### src/jhl_defines.svh
// constants for the jitter hit event logger: field positions, limits, reset values
// assumes inclusion by bare name from every file that needs the numbers
`ifndef JHL_DEFINES_SVH
`define JHL_DEFINES_SVH
`define JHL_SEC_W        32
`define JHL_AMP_W        16
`define JHL_CNT_W        32
`define JHL_THR_MIN      16'h0001
`define JHL_THR_MAX      16'h3E80
`define JHL_STOP_OPEN    32'hFFFFFFFF
`define JHL_ZERO_SEC     32'h00000000
`define JHL_ZERO_AMP     16'h0000
`define JHL_ZERO_CNT     32'h00000000
`define JHL_ONE_CNT      32'h00000001
`define JHL_SETUP_W      10
`define JHL_SU_RATE_LO   0
`define JHL_SU_INPUT_LO  2
`define JHL_SU_REF       4
`define JHL_SU_HPF_LO    5
`define JHL_SU_MODE      9
`define JHL_RATE_52      2'h0
`define JHL_RATE_155     2'h1
`define JHL_RATE_622     2'h2
`define JHL_IN_CLOCK     2'h0
`define JHL_IN_DATA      2'h1
`define JHL_IN_OPTICAL   2'h2
`endif

### src/jhl_pkg.sv
// types shared by the jitter hit event logger and its record memory
// assumes jhl_defines.svh is on the include path
`include "jhl_defines.svh"
package jhl_pkg;
	typedef struct packed {
		logic [`JHL_SEC_W-1:0] start_sec;
		logic [`JHL_SEC_W-1:0] stop_sec;
		logic [`JHL_AMP_W-1:0] max_amp;
	} jhl_rec_type;

	typedef enum logic [1:0] {
		RS_IDLE  = 2'b00,
		RS_SETUP = 2'b01,
		RS_FETCH = 2'b10,
		RS_LINE  = 2'b11
	} jhl_rep_state_type;
endpackage

### src/jhl_rec_if.sv
// carrier between the logger and its hit record memory
// assumes both ends run on the same clock
`timescale 1ns/1ns
interface jhl_rec_if
	import jhl_pkg::*;
	#(parameter int IDX_W = 4);
	logic              we;
	logic [IDX_W-1:0]  waddr;
	jhl_rec_type       wdata;
	logic [IDX_W-1:0]  raddr_a;
	jhl_rec_type       rdata_a;
	logic [IDX_W-1:0]  raddr_b;
	jhl_rec_type       rdata_b;
	modport logger (output we, output waddr, output wdata, output raddr_a,
		input rdata_a, output raddr_b, input rdata_b);
	modport mem (input we, input waddr, input wdata, input raddr_a,
		output rdata_a, input raddr_b, output rdata_b);
endinterface

### src/jhl_rec_mem.sv
// hit record store: one write port, two registered read ports
// assumes a single clock; contents are not cleared, the logger gates the report by count but not the view port
`timescale 1ns/1ns
module jhl_rec_mem
	import jhl_pkg::*;
	#(parameter int DEPTH = 16,
	  parameter int IDX_W = 4)
	(input  wire logic  i_clock,
	 jhl_rec_if.mem     port);

	jhl_rec_type mem_r [DEPTH];

	always_ff @(posedge i_clock)
	begin
		if (port.we)
			mem_r[port.waddr] <= port.wdata;
	end

	// read ports carry no reset so the array can map onto ram
	always_ff @(posedge i_clock)
	begin
		port.rdata_a <= mem_r[port.raddr_a];
		port.rdata_b <= mem_r[port.raddr_b];
	end
endmodule // jhl_rec_mem

### src/jhl_logger.sv
// jitter hit event logger: per-second threshold test, counters, hit records,
// hit report sequencer, single-point mtie and tdev accumulation
// assumes i_second_tick is a one-cycle pulse from the internal time base
`timescale 1ns/1ns
`include "jhl_defines.svh"
// Summary of operation
// RULE_01: count seconds whose peak-to-peak exceeded threshold
// RULE_02: count each run of jitter seconds once
// RULE_03: count all seconds since last clear
// RULE_04: store start, stop, max per event
// RULE_05: start time is first jitter second
// RULE_06: stop time is first clean second after
// RULE_07: clear or reset restarts measurement interval
// RULE_08: report gives one line per recorded event
// RULE_09: report opens with receiver setup line
// RULE_10: mtie and tdev for one configured time
// RULE_11: wander results update on every sample; tdev here updates only when a block of i_integration_time samples completes
// RULE_12: test max peak-to-peak per one-second window
// RULE_13: threshold clamped to 0.001 to 16 UI
// RULE_14: seconds bounded by internal tick only
// RULE_15: flag full storage, keep counting, no overwrite
module jhl_logger
	import jhl_pkg::*;
	#(parameter int DEPTH = 16,
	  parameter int IDX_W = 4,
	  parameter int TIE_W = 16)
	(input  wire logic                    i_clock,
	 input  wire logic                    i_resetn,
	 input  wire logic                    i_meas_clear,
	 input  wire logic                    i_second_tick,
	 input  wire logic                    i_pp_valid,
	 input  wire logic [`JHL_AMP_W-1:0]   i_pp_jitter,
	 input  wire logic [`JHL_AMP_W-1:0]   i_threshold,
	 input  wire logic [1:0]              i_rx_rate,
	 input  wire logic [1:0]              i_rx_input,
	 input  wire logic                    i_ref_external,
	 input  wire logic [3:0]              i_hpf_cutoff,
	 input  wire logic                    i_fine_mode,
	 input  wire logic [IDX_W-1:0]        i_view_index,
	 output logic [`JHL_SEC_W-1:0]        o_view_start,
	 output logic [`JHL_SEC_W-1:0]        o_view_stop,
	 output logic [`JHL_AMP_W-1:0]        o_view_max,
	 output logic [`JHL_CNT_W-1:0]        o_threshold_second_count,
	 output logic [`JHL_CNT_W-1:0]        o_hit_event_count,
	 output logic [`JHL_SEC_W-1:0]        o_elapsed_seconds,
	 output logic                         o_in_event,
	 output logic                         o_storage_full,
	 output logic [`JHL_AMP_W-1:0]        o_threshold_applied,
	 input  wire logic                    i_report_req,
	 input  wire logic                    i_report_ready,
	 output logic                         o_report_valid,
	 output logic                         o_report_setup,
	 output logic [IDX_W:0]               o_report_line,
	 output logic [`JHL_SETUP_W-1:0]      o_report_setup_word,
	 output logic [`JHL_SEC_W-1:0]        o_report_start,
	 output logic [`JHL_SEC_W-1:0]        o_report_stop,
	 output logic [`JHL_AMP_W-1:0]        o_report_max,
	 input  wire logic                    i_tie_valid,
	 input  wire logic signed [TIE_W-1:0] i_tie,
	 input  wire logic [15:0]             i_observation_time,
	 input  wire logic [7:0]              i_integration_time,
	 output logic [TIE_W:0]               o_mtie,
	 output logic [63:0]                  o_tdev_sq_sum,
	 output logic [31:0]                  o_tdev_terms);

	localparam logic [`JHL_CNT_W-1:0] DEPTH_CNT = `JHL_CNT_W'(DEPTH);

	jhl_rec_if #(.IDX_W(IDX_W)) rec ();
	jhl_rec_mem #(.DEPTH(DEPTH), .IDX_W(IDX_W)) u_mem (.i_clock(i_clock), .port(rec.mem));

	logic [`JHL_AMP_W-1:0] thr;
	logic [`JHL_AMP_W-1:0] sec_max_r;
	logic [`JHL_AMP_W-1:0] sec_peak;
	logic                  jitter_sec;
	logic [`JHL_CNT_W-1:0] jsec_cnt_r;
	logic [`JHL_CNT_W-1:0] hit_cnt_r;
	logic [`JHL_SEC_W-1:0] elapsed_r;
	logic                  in_event_r;
	logic [`JHL_SEC_W-1:0] ev_start_r;
	logic [`JHL_AMP_W-1:0] ev_max_r;
	logic [`JHL_AMP_W-1:0] ev_max_nxt;
	logic [`JHL_CNT_W-1:0] ev_idx;
	logic                  full_r;

	always_comb
	begin
		if (i_threshold < `JHL_THR_MIN)
			thr = `JHL_THR_MIN; // [RULE_13]
		else if (i_threshold > `JHL_THR_MAX)
			thr = `JHL_THR_MAX; // [RULE_13]
		else
			thr = i_threshold;
	end

	// a sample landing on the tick still belongs to the closing second
	assign sec_peak   = (i_pp_valid && i_pp_jitter > sec_max_r) ? i_pp_jitter : sec_max_r;
	assign jitter_sec = sec_peak > thr; // [RULE_12]
	assign ev_max_nxt = (in_event_r && ev_max_r > sec_peak) ? ev_max_r : sec_peak;
	// index of the record being built: the open event, or the one about to open
	assign ev_idx     = in_event_r ? hit_cnt_r - `JHL_ONE_CNT : hit_cnt_r;

	always_ff @(posedge i_clock or negedge i_resetn)
	begin
		if (!i_resetn)
			sec_max_r <= `JHL_ZERO_AMP;
		else if (i_meas_clear || i_second_tick) // [RULE_14]
			sec_max_r <= `JHL_ZERO_AMP; // [RULE_12]
		else
			sec_max_r <= sec_peak;
	end

	always_ff @(posedge i_clock or negedge i_resetn)
	begin
		if (!i_resetn)
		begin
			elapsed_r  <= `JHL_ZERO_SEC;
			jsec_cnt_r <= `JHL_ZERO_CNT;
			hit_cnt_r  <= `JHL_ZERO_CNT;
			in_event_r <= 1'b0;
			ev_start_r <= `JHL_ZERO_SEC;
			ev_max_r   <= `JHL_ZERO_AMP;
		end
		else if (i_meas_clear)
		begin
			elapsed_r  <= `JHL_ZERO_SEC; // [RULE_07]
			jsec_cnt_r <= `JHL_ZERO_CNT;
			hit_cnt_r  <= `JHL_ZERO_CNT;
			in_event_r <= 1'b0;
			ev_start_r <= `JHL_ZERO_SEC;
			ev_max_r   <= `JHL_ZERO_AMP;
		end
		else if (i_second_tick)
		begin
			elapsed_r <= elapsed_r + `JHL_ONE_CNT; // [RULE_03]
			if (jitter_sec)
			begin
				jsec_cnt_r <= jsec_cnt_r + `JHL_ONE_CNT; // [RULE_01]
				ev_max_r   <= ev_max_nxt;
				if (!in_event_r)
				begin
					hit_cnt_r  <= hit_cnt_r + `JHL_ONE_CNT; // [RULE_02]
					ev_start_r <= elapsed_r; // [RULE_05]
					in_event_r <= 1'b1;
				end
			end
			else
				in_event_r <= 1'b0;
		end
	end

	// the record is rewritten every second of an event so an open one can be viewed
	always_comb
	begin
		rec.we          = i_second_tick && !i_meas_clear && (jitter_sec || in_event_r)
			&& ev_idx < DEPTH_CNT; // [RULE_15]
		rec.waddr       = ev_idx[IDX_W-1:0];
		rec.wdata.start_sec = in_event_r ? ev_start_r : elapsed_r; // [RULE_04] [RULE_05]
		rec.wdata.stop_sec  = jitter_sec ? `JHL_STOP_OPEN : elapsed_r; // [RULE_06]
		rec.wdata.max_amp   = ev_max_nxt; // [RULE_04]
	end

	always_ff @(posedge i_clock or negedge i_resetn)
	begin
		if (!i_resetn)
			full_r <= 1'b0;
		else if (i_meas_clear)
			full_r <= 1'b0;
		else if (hit_cnt_r >= DEPTH_CNT)
			full_r <= 1'b1; // [RULE_15]
	end

	assign rec.raddr_a = i_view_index;
	assign o_view_start = rec.rdata_a.start_sec;
	assign o_view_stop  = rec.rdata_a.stop_sec;
	assign o_view_max   = rec.rdata_a.max_amp;
	assign o_threshold_second_count = jsec_cnt_r;
	assign o_hit_event_count = hit_cnt_r;
	assign o_elapsed_seconds = elapsed_r;
	assign o_in_event = in_event_r;
	assign o_storage_full = full_r;
	assign o_threshold_applied = thr;

	// report sequencer
	jhl_rep_state_type     rep_state_r;
	logic [IDX_W:0]        rep_idx_r;
	logic [IDX_W:0]        rep_total_r;
	logic [`JHL_SETUP_W-1:0] setup_r;

	always_ff @(posedge i_clock or negedge i_resetn)
	begin
		if (!i_resetn)
		begin
			rep_state_r <= RS_IDLE;
			rep_idx_r   <= '0;
			rep_total_r <= '0;
			setup_r     <= '0;
		end
		else
		begin
			unique case (rep_state_r)
				RS_IDLE:
					if (i_report_req)
					begin
						rep_state_r <= RS_SETUP;
						rep_idx_r   <= '0;
						// only stored events can be listed
						rep_total_r <= (hit_cnt_r > DEPTH_CNT) ? (IDX_W+1)'(DEPTH)
							: hit_cnt_r[IDX_W:0]; // [RULE_08]
						setup_r[`JHL_SU_RATE_LO+:2]  <= i_rx_rate; // [RULE_09]
						setup_r[`JHL_SU_INPUT_LO+:2] <= i_rx_input;
						setup_r[`JHL_SU_REF]         <= i_ref_external;
						setup_r[`JHL_SU_HPF_LO+:4]   <= i_hpf_cutoff;
						setup_r[`JHL_SU_MODE]        <= i_fine_mode;
					end
				RS_SETUP:
					if (i_report_ready)
						rep_state_r <= (rep_total_r == '0) ? RS_IDLE : RS_FETCH;
				RS_FETCH:
					rep_state_r <= RS_LINE;
				RS_LINE:
					if (i_report_ready)
					begin
						rep_idx_r   <= rep_idx_r + 1'b1;
						rep_state_r <= (rep_idx_r + 1'b1 == rep_total_r) ? RS_IDLE
							: RS_FETCH; // [RULE_08]
					end
			endcase
		end
	end

	assign rec.raddr_b         = rep_idx_r[IDX_W-1:0];
	assign o_report_valid      = rep_state_r == RS_SETUP || rep_state_r == RS_LINE;
	assign o_report_setup      = rep_state_r == RS_SETUP;
	assign o_report_line       = rep_idx_r;
	assign o_report_setup_word = setup_r;
	assign o_report_start      = rec.rdata_b.start_sec;
	assign o_report_stop       = rec.rdata_b.stop_sec;
	assign o_report_max        = rec.rdata_b.max_amp;

	// mtie over successive windows of i_observation_time samples
	logic signed [TIE_W-1:0] w_max_r;
	logic signed [TIE_W-1:0] w_min_r;
	logic signed [TIE_W-1:0] n_max;
	logic signed [TIE_W-1:0] n_min;
	logic [15:0]             w_cnt_r;
	logic [TIE_W:0]          span;
	logic [TIE_W:0]          mtie_r;

	assign n_max = (w_cnt_r == 16'h0000 || i_tie > w_max_r) ? i_tie : w_max_r;
	assign n_min = (w_cnt_r == 16'h0000 || i_tie < w_min_r) ? i_tie : w_min_r;
	assign span  = (TIE_W+1)'({n_max[TIE_W-1], n_max} - {n_min[TIE_W-1], n_min});

	always_ff @(posedge i_clock or negedge i_resetn)
	begin
		if (!i_resetn)
		begin
			w_max_r <= '0;
			w_min_r <= '0;
			w_cnt_r <= 16'h0000;
			mtie_r  <= '0;
		end
		else if (i_meas_clear)
		begin
			w_cnt_r <= 16'h0000;
			mtie_r  <= '0;
		end
		else if (i_tie_valid)
		begin
			w_max_r <= n_max;
			w_min_r <= n_min;
			// window restarts after its last sample; a zero setting acts as one
			w_cnt_r <= (w_cnt_r + 16'h0001 >= i_observation_time) ? 16'h0000
				: w_cnt_r + 16'h0001; // [RULE_10]
			if (span > mtie_r)
				mtie_r <= span; // [RULE_11]
		end
	end
	assign o_mtie = mtie_r;

	// tdev numerator: squared second difference of block sums, one block per integration time
	localparam int SUM_W = TIE_W + 8;
	logic signed [SUM_W-1:0]   blk_acc_r;
	logic signed [SUM_W-1:0]   blk_a_r;
	logic signed [SUM_W-1:0]   blk_b_r;
	logic signed [SUM_W-1:0]   blk_now;
	logic signed [SUM_W+1:0]   dd;
	logic [7:0]                blk_cnt_r;
	logic [1:0]                blk_have_r;
	logic [63:0]               sq_sum_r;
	logic [31:0]               terms_r;
	logic                      blk_done;

	assign blk_now  = blk_acc_r + SUM_W'(i_tie);
	assign blk_done = i_tie_valid && (blk_cnt_r + 8'h01 >= i_integration_time);
	assign dd = (SUM_W+2)'(blk_now) - ((SUM_W+2)'(blk_b_r) <<< 1) + (SUM_W+2)'(blk_a_r);

	always_ff @(posedge i_clock or negedge i_resetn)
	begin
		if (!i_resetn)
		begin
			blk_acc_r  <= '0;
			blk_a_r    <= '0;
			blk_b_r    <= '0;
			blk_cnt_r  <= 8'h00;
			blk_have_r <= 2'h0;
			sq_sum_r   <= 64'h0000000000000000;
			terms_r    <= 32'h00000000;
		end
		else if (i_meas_clear)
		begin
			blk_acc_r  <= '0;
			blk_cnt_r  <= 8'h00;
			blk_have_r <= 2'h0;
			sq_sum_r   <= 64'h0000000000000000;
			terms_r    <= 32'h00000000;
		end
		else if (i_tie_valid)
		begin
			blk_acc_r <= blk_done ? '0 : blk_now;
			blk_cnt_r <= blk_done ? 8'h00 : blk_cnt_r + 8'h01; // [RULE_10]
			if (blk_done)
			begin
				blk_a_r <= blk_b_r;
				blk_b_r <= blk_now;
				if (blk_have_r == 2'h2)
				begin
					// widen before squaring so the product cannot wrap at the sum width
					sq_sum_r <= sq_sum_r + 64'(dd) * 64'(dd); // [RULE_11]
					terms_r  <= terms_r + 32'h00000001;
				end
				else
					blk_have_r <= blk_have_r + 2'h1;
			end
		end
	end
	assign o_tdev_sq_sum = sq_sum_r;
	assign o_tdev_terms  = terms_r;
endmodule // jhl_logger

### config.mk
export PLATFORM = sky130hd
export DESIGN_NAME = jhl_logger
export DESIGN_NICKNAME = d
export VERILOG_FILES = /design/src/jhl_pkg.sv /design/src/jhl_rec_if.sv /design/src/jhl_rec_mem.sv /design/src/jhl_logger.sv
export VERILOG_INCLUDE_DIRS = /design/src /design/src/src
export SDC_FILE = /design/constraint.sdc
export NUM_CORES = 2
export LEC_CHECK = 0
export BUFFER_PORTS_ARGS = -buffer_cell sky130_fd_sc_hd__buf_2
export CORE_MARGIN = 10
export CORE_UTILIZATION = 55
export CTS_BUF_LIST = sky130_fd_sc_hd__clkbuf_8
export CTS_CLUSTER_SIZE = 20
export DETAILED_ROUTE_END_ITERATION = 8
export PLACE_DENSITY = 0.79
export SLEW_MARGIN = 20
export SYNTH_ARGS = -nofsm -noshare
export SYNTH_HDL_FRONTEND = slang
export SYNTH_HIERARCHICAL = 1
export SYNTH_SLANG_ARGS = --single-unit
### constraint.sdc
create_clock -name i_clock -period 14.8 [get_ports i_clock]
set_input_delay 0.74 -clock i_clock [delete_from_list [all_inputs] [get_ports i_clock]]
set_output_delay 0.74 -clock i_clock [all_outputs]
set_load 0.02 [all_outputs]
==> impl_metrics.csv <==
group,metric,value,unit
worst_setup_path,r2r-end,"o_tdev_sq_sum[61]",
yosys,yosys.area.top_type,"edfxtp_1",
timing,fin_crit,14260,ps
die,start_util,55.4,%
yosys,synth_common_cells,"edfxtp_1 (1280), inv_1 (996), fa_1 (685)",
clock_network,clk_path_buf_depth,4,
worst_setup_path,reg2reg_slack,600,ps
yosys,ys_seq_elements,1867,
clock_network,cts-root-buf,"clkbuf_8",
worst_setup_path,crit_path_end,"o_tdev_sq_sum[61]",
clock_network,clock_latency,1100,ps
die,dieArea,220000,um2
yosys,yosysWarnings,6,
worst_setup_path,critPathKind,"input port to register",
timing,hold_viol,0,
timing,setup_tns,0,ps
timing,finalSetupViolations,0,
placement,place_congestion,0.968,
timing,finalWorstSetupSlack,542,ps
yosys,seq_area_frac_synth,47.1,%
global_routing,grt.total_usage,29.3,%
timing,worst-slew-pin-transition,1430,ps
drt,routed_wl,327000,um
worst_setup_path,crit_path_end_kind,"register",
yosys,synth_ff_type,"edfxtp_1",
worst_setup_path,worstPathRequired,15730,ps
final_layout,nets,10200,
timing,fmax,70.1,MHz
yosys,yosys.area.top_type_share,34.6,%
clock_network,clk_pin_slew,60,ps
yosys,synth_area,111000,um2
drt,routedWlPerCell,27.4,um
worst_setup_path,crit_fanout,9,
placement,dp_hpwl,219000,um
die,num_rows,164,
final_layout,area_growth,11.4,%
clock_network,cts_buffers,320,
worst_setup_path,start_kind,"input port",
timing,fin_skew,129,ps
yosys,async_flop_share,22.9,%
die,die_x,470,um
flow_run,timing.max_cap.violations,0,
timing,max-slew-margin-rel,4.93,%
drt,vias,75500,
timing,slew_viol_final,0,
drt,post-route-drc-count,0,
global_routing,grt_pass1_wl,494000,um
clock_network,htree_levels,5,
yosys,synth-edff-count,1280,
worst_setup_path,critPathArrivalTime,15190,ps
worst_setup_path,r2r-start,"blk_acc_r[1]",
outcome,status,"finished, final reports clean",
final_layout,drive_gt1_share,21.8,%
placement,dp_slack,-221,ps
drt,drt-initial-drc-count,8073,
worst_setup_path,crit_cells,55,
drt,via_per_inst,6.32,
worst_setup_path,crit_buf_inv,12,
global_routing,grt_start_max_net_pins,153,
yosys,synth_cells,8343,
die,die_y,470,um
worst_setup_path,setup.worst_path.start,"i_tie[7]",
yosys,synth_area_leaders,"edfxtp_1 (35%), mux4_2 (13%), fa_1 (12%)",
die,core_area,200000,um2
worst_setup_path,crit_family,"compound AO/OA/AOI/OAI gates",
clock_network,clock-sinks,1867,
yosys,yosys.cell_types.count,103,
placement,io_buffers,495,
global_routing,grt_pass1_vias,80300,
min_path,hp-class,"input port to register",
die,io_pins,498,
worst_setup_path,rr_worst_depth,53,
global_routing,grt-ovfl-total,0,
worst_setup_path,cpPeakStageDelay,590,ps
worst_setup_path,slowest_stage,"dlygate4sd3_1",
timing,period_share,96.3,%
clock_network,cts_tree,"done",
final_layout,fillers,14500,
drt,first_pass_iters,6,
drt,drtAntennaViolNets,0,
yosys,yosysMostFrequentCell,"edfxtp_1",
global_routing,antenna_found_initial,35,
yosys,syn_area_per_cell,13.3,um2
[metal layers]
| layer | vias up | part of all wire, % | track usage (%) |
|---|---|---|---|
| met5 | - | 0.075 | 0 |
| met3 | 1203 | 12 | 8.14 |
| li1 | 31500 | - | - |
| met1 | 37800 | 34 | 35.6 |
| met2 | 4925 | 48 | 47.3 |
| met4 | 36 | 6.9 | 17.1 |
[state kept, by name, indices dropped and copies added, names as in the netlist, 17 cells and up]
signal                    flops
o_elapsed_seconds            32
o_tdev_terms                 32
ev_start_r                   32
o_tdev_sq_sum                64
u_mem/mem_r                1280
o_hit_event_count            32
blk_acc_r                    24
blk_b_r                      24
u_mem/port.rdata_a           80
o_threshold_second_count     32
o_mtie                       17
u_mem/port.rdata_b           80
blk_a_r                      24
[metrics by stage]
| stage | utilization [%] | instances | hold WS (ps) | area, um2 |
|---|---|---|---|---|
| after CTS | 61.6 | 11900 | 3.66 | 124000 |
| after detailed placement | 58.5 | 11300 | 461 | 117000 |
| final | 61.8 | 11900 | 76.2 | 124000 |
| after floorplan | - | 8345 | 444 | 111000 |
| after global routing | 61.7 | 11900 | 37.1 | 124000 |
| after global placement | 58.5 | 11300 | 453 | 117000 |
[worst min path at each step]
stage | slack, ps | start | cells after the start | end
after floorplan | 440 | i_resetn | 0 | blk_a_r[0]
after detailed placement | 460 | o_report_setup_word[5] | 2 | o_report_setup_word[5]
after global routing | 40 | i_tie[5] | 2 | w_min_r[5]
after CTS | 4 | i_tie[6] | 2 | w_min_r[6]
final | 80 | i_tie[2] | 2 | w_max_r[2]
after global placement | 450 | o_report_setup_word[5] | 2 | o_report_setup_word[5]
[what timing repair did]
item | in CTS | in global routing
setup buffers | 0 | 5
endpoints found under the setup margin | 0 | 19
hold buffers | 17 | 0
hold endpoints to repair | 118 | 0
resized for setup | 0 | 26
[area by class of cell]
| class | count | area [um2] | share of cell area [%] |
|---|---|---|---|
| Inverter | 1007 | 3790 | 3.06 |
| Tap cell | 2656 | 3320 | 2.68 |
| Clock inverter | 192 | 1180 | 0.955 |
| Antenna cell | 29 | 72.6 | 0.0586 |
| Clock buffer | 360 | 4950 | 4.00 |
| Sequential cell | 1867 | 52300 | 42.3 |
| Timing Repair Buffer | 747 | 4560 | 3.68 |
| Multi-Input combinational cell | 5083 | 53600 | 43.3 |
[cell families after synthesis]
family | count (synthesis) | share of synthesized area, %
flops | 1867 | 47.1
simple gates | 1733 | 6.93
buf+inv | 1395 | 5.00
other cells | 2 | 0.00676
xor+xnor | 310 | 2.44
fa+ha+maj | 1089 | 16.9
mux | 812 | 14.6
compound gates | 1135 | 7.01
[placed cells by master, fill, tap and decap left out, types with 112 or more instances in the layout]
cell	n
edfxtp_1	1280
inv_1	1094
fa_1	685
mux4_2	640
nand2_1	628
nor2_1	556
buf_2	491
dfrtp_1	424
ha_1	404
clkbuf_8	361
a22oi_1	322
buf_4	226
a21oi_1	207
o21ai_0	184
xnor2_1	165
dfxtp_1	160
xor2_1	137
mux2_2	115
a21o_1	112
Power is left out: the tool's default activity adds up to more than one toggle a clock period on the data nets, which glitch-free logic cannot reach.
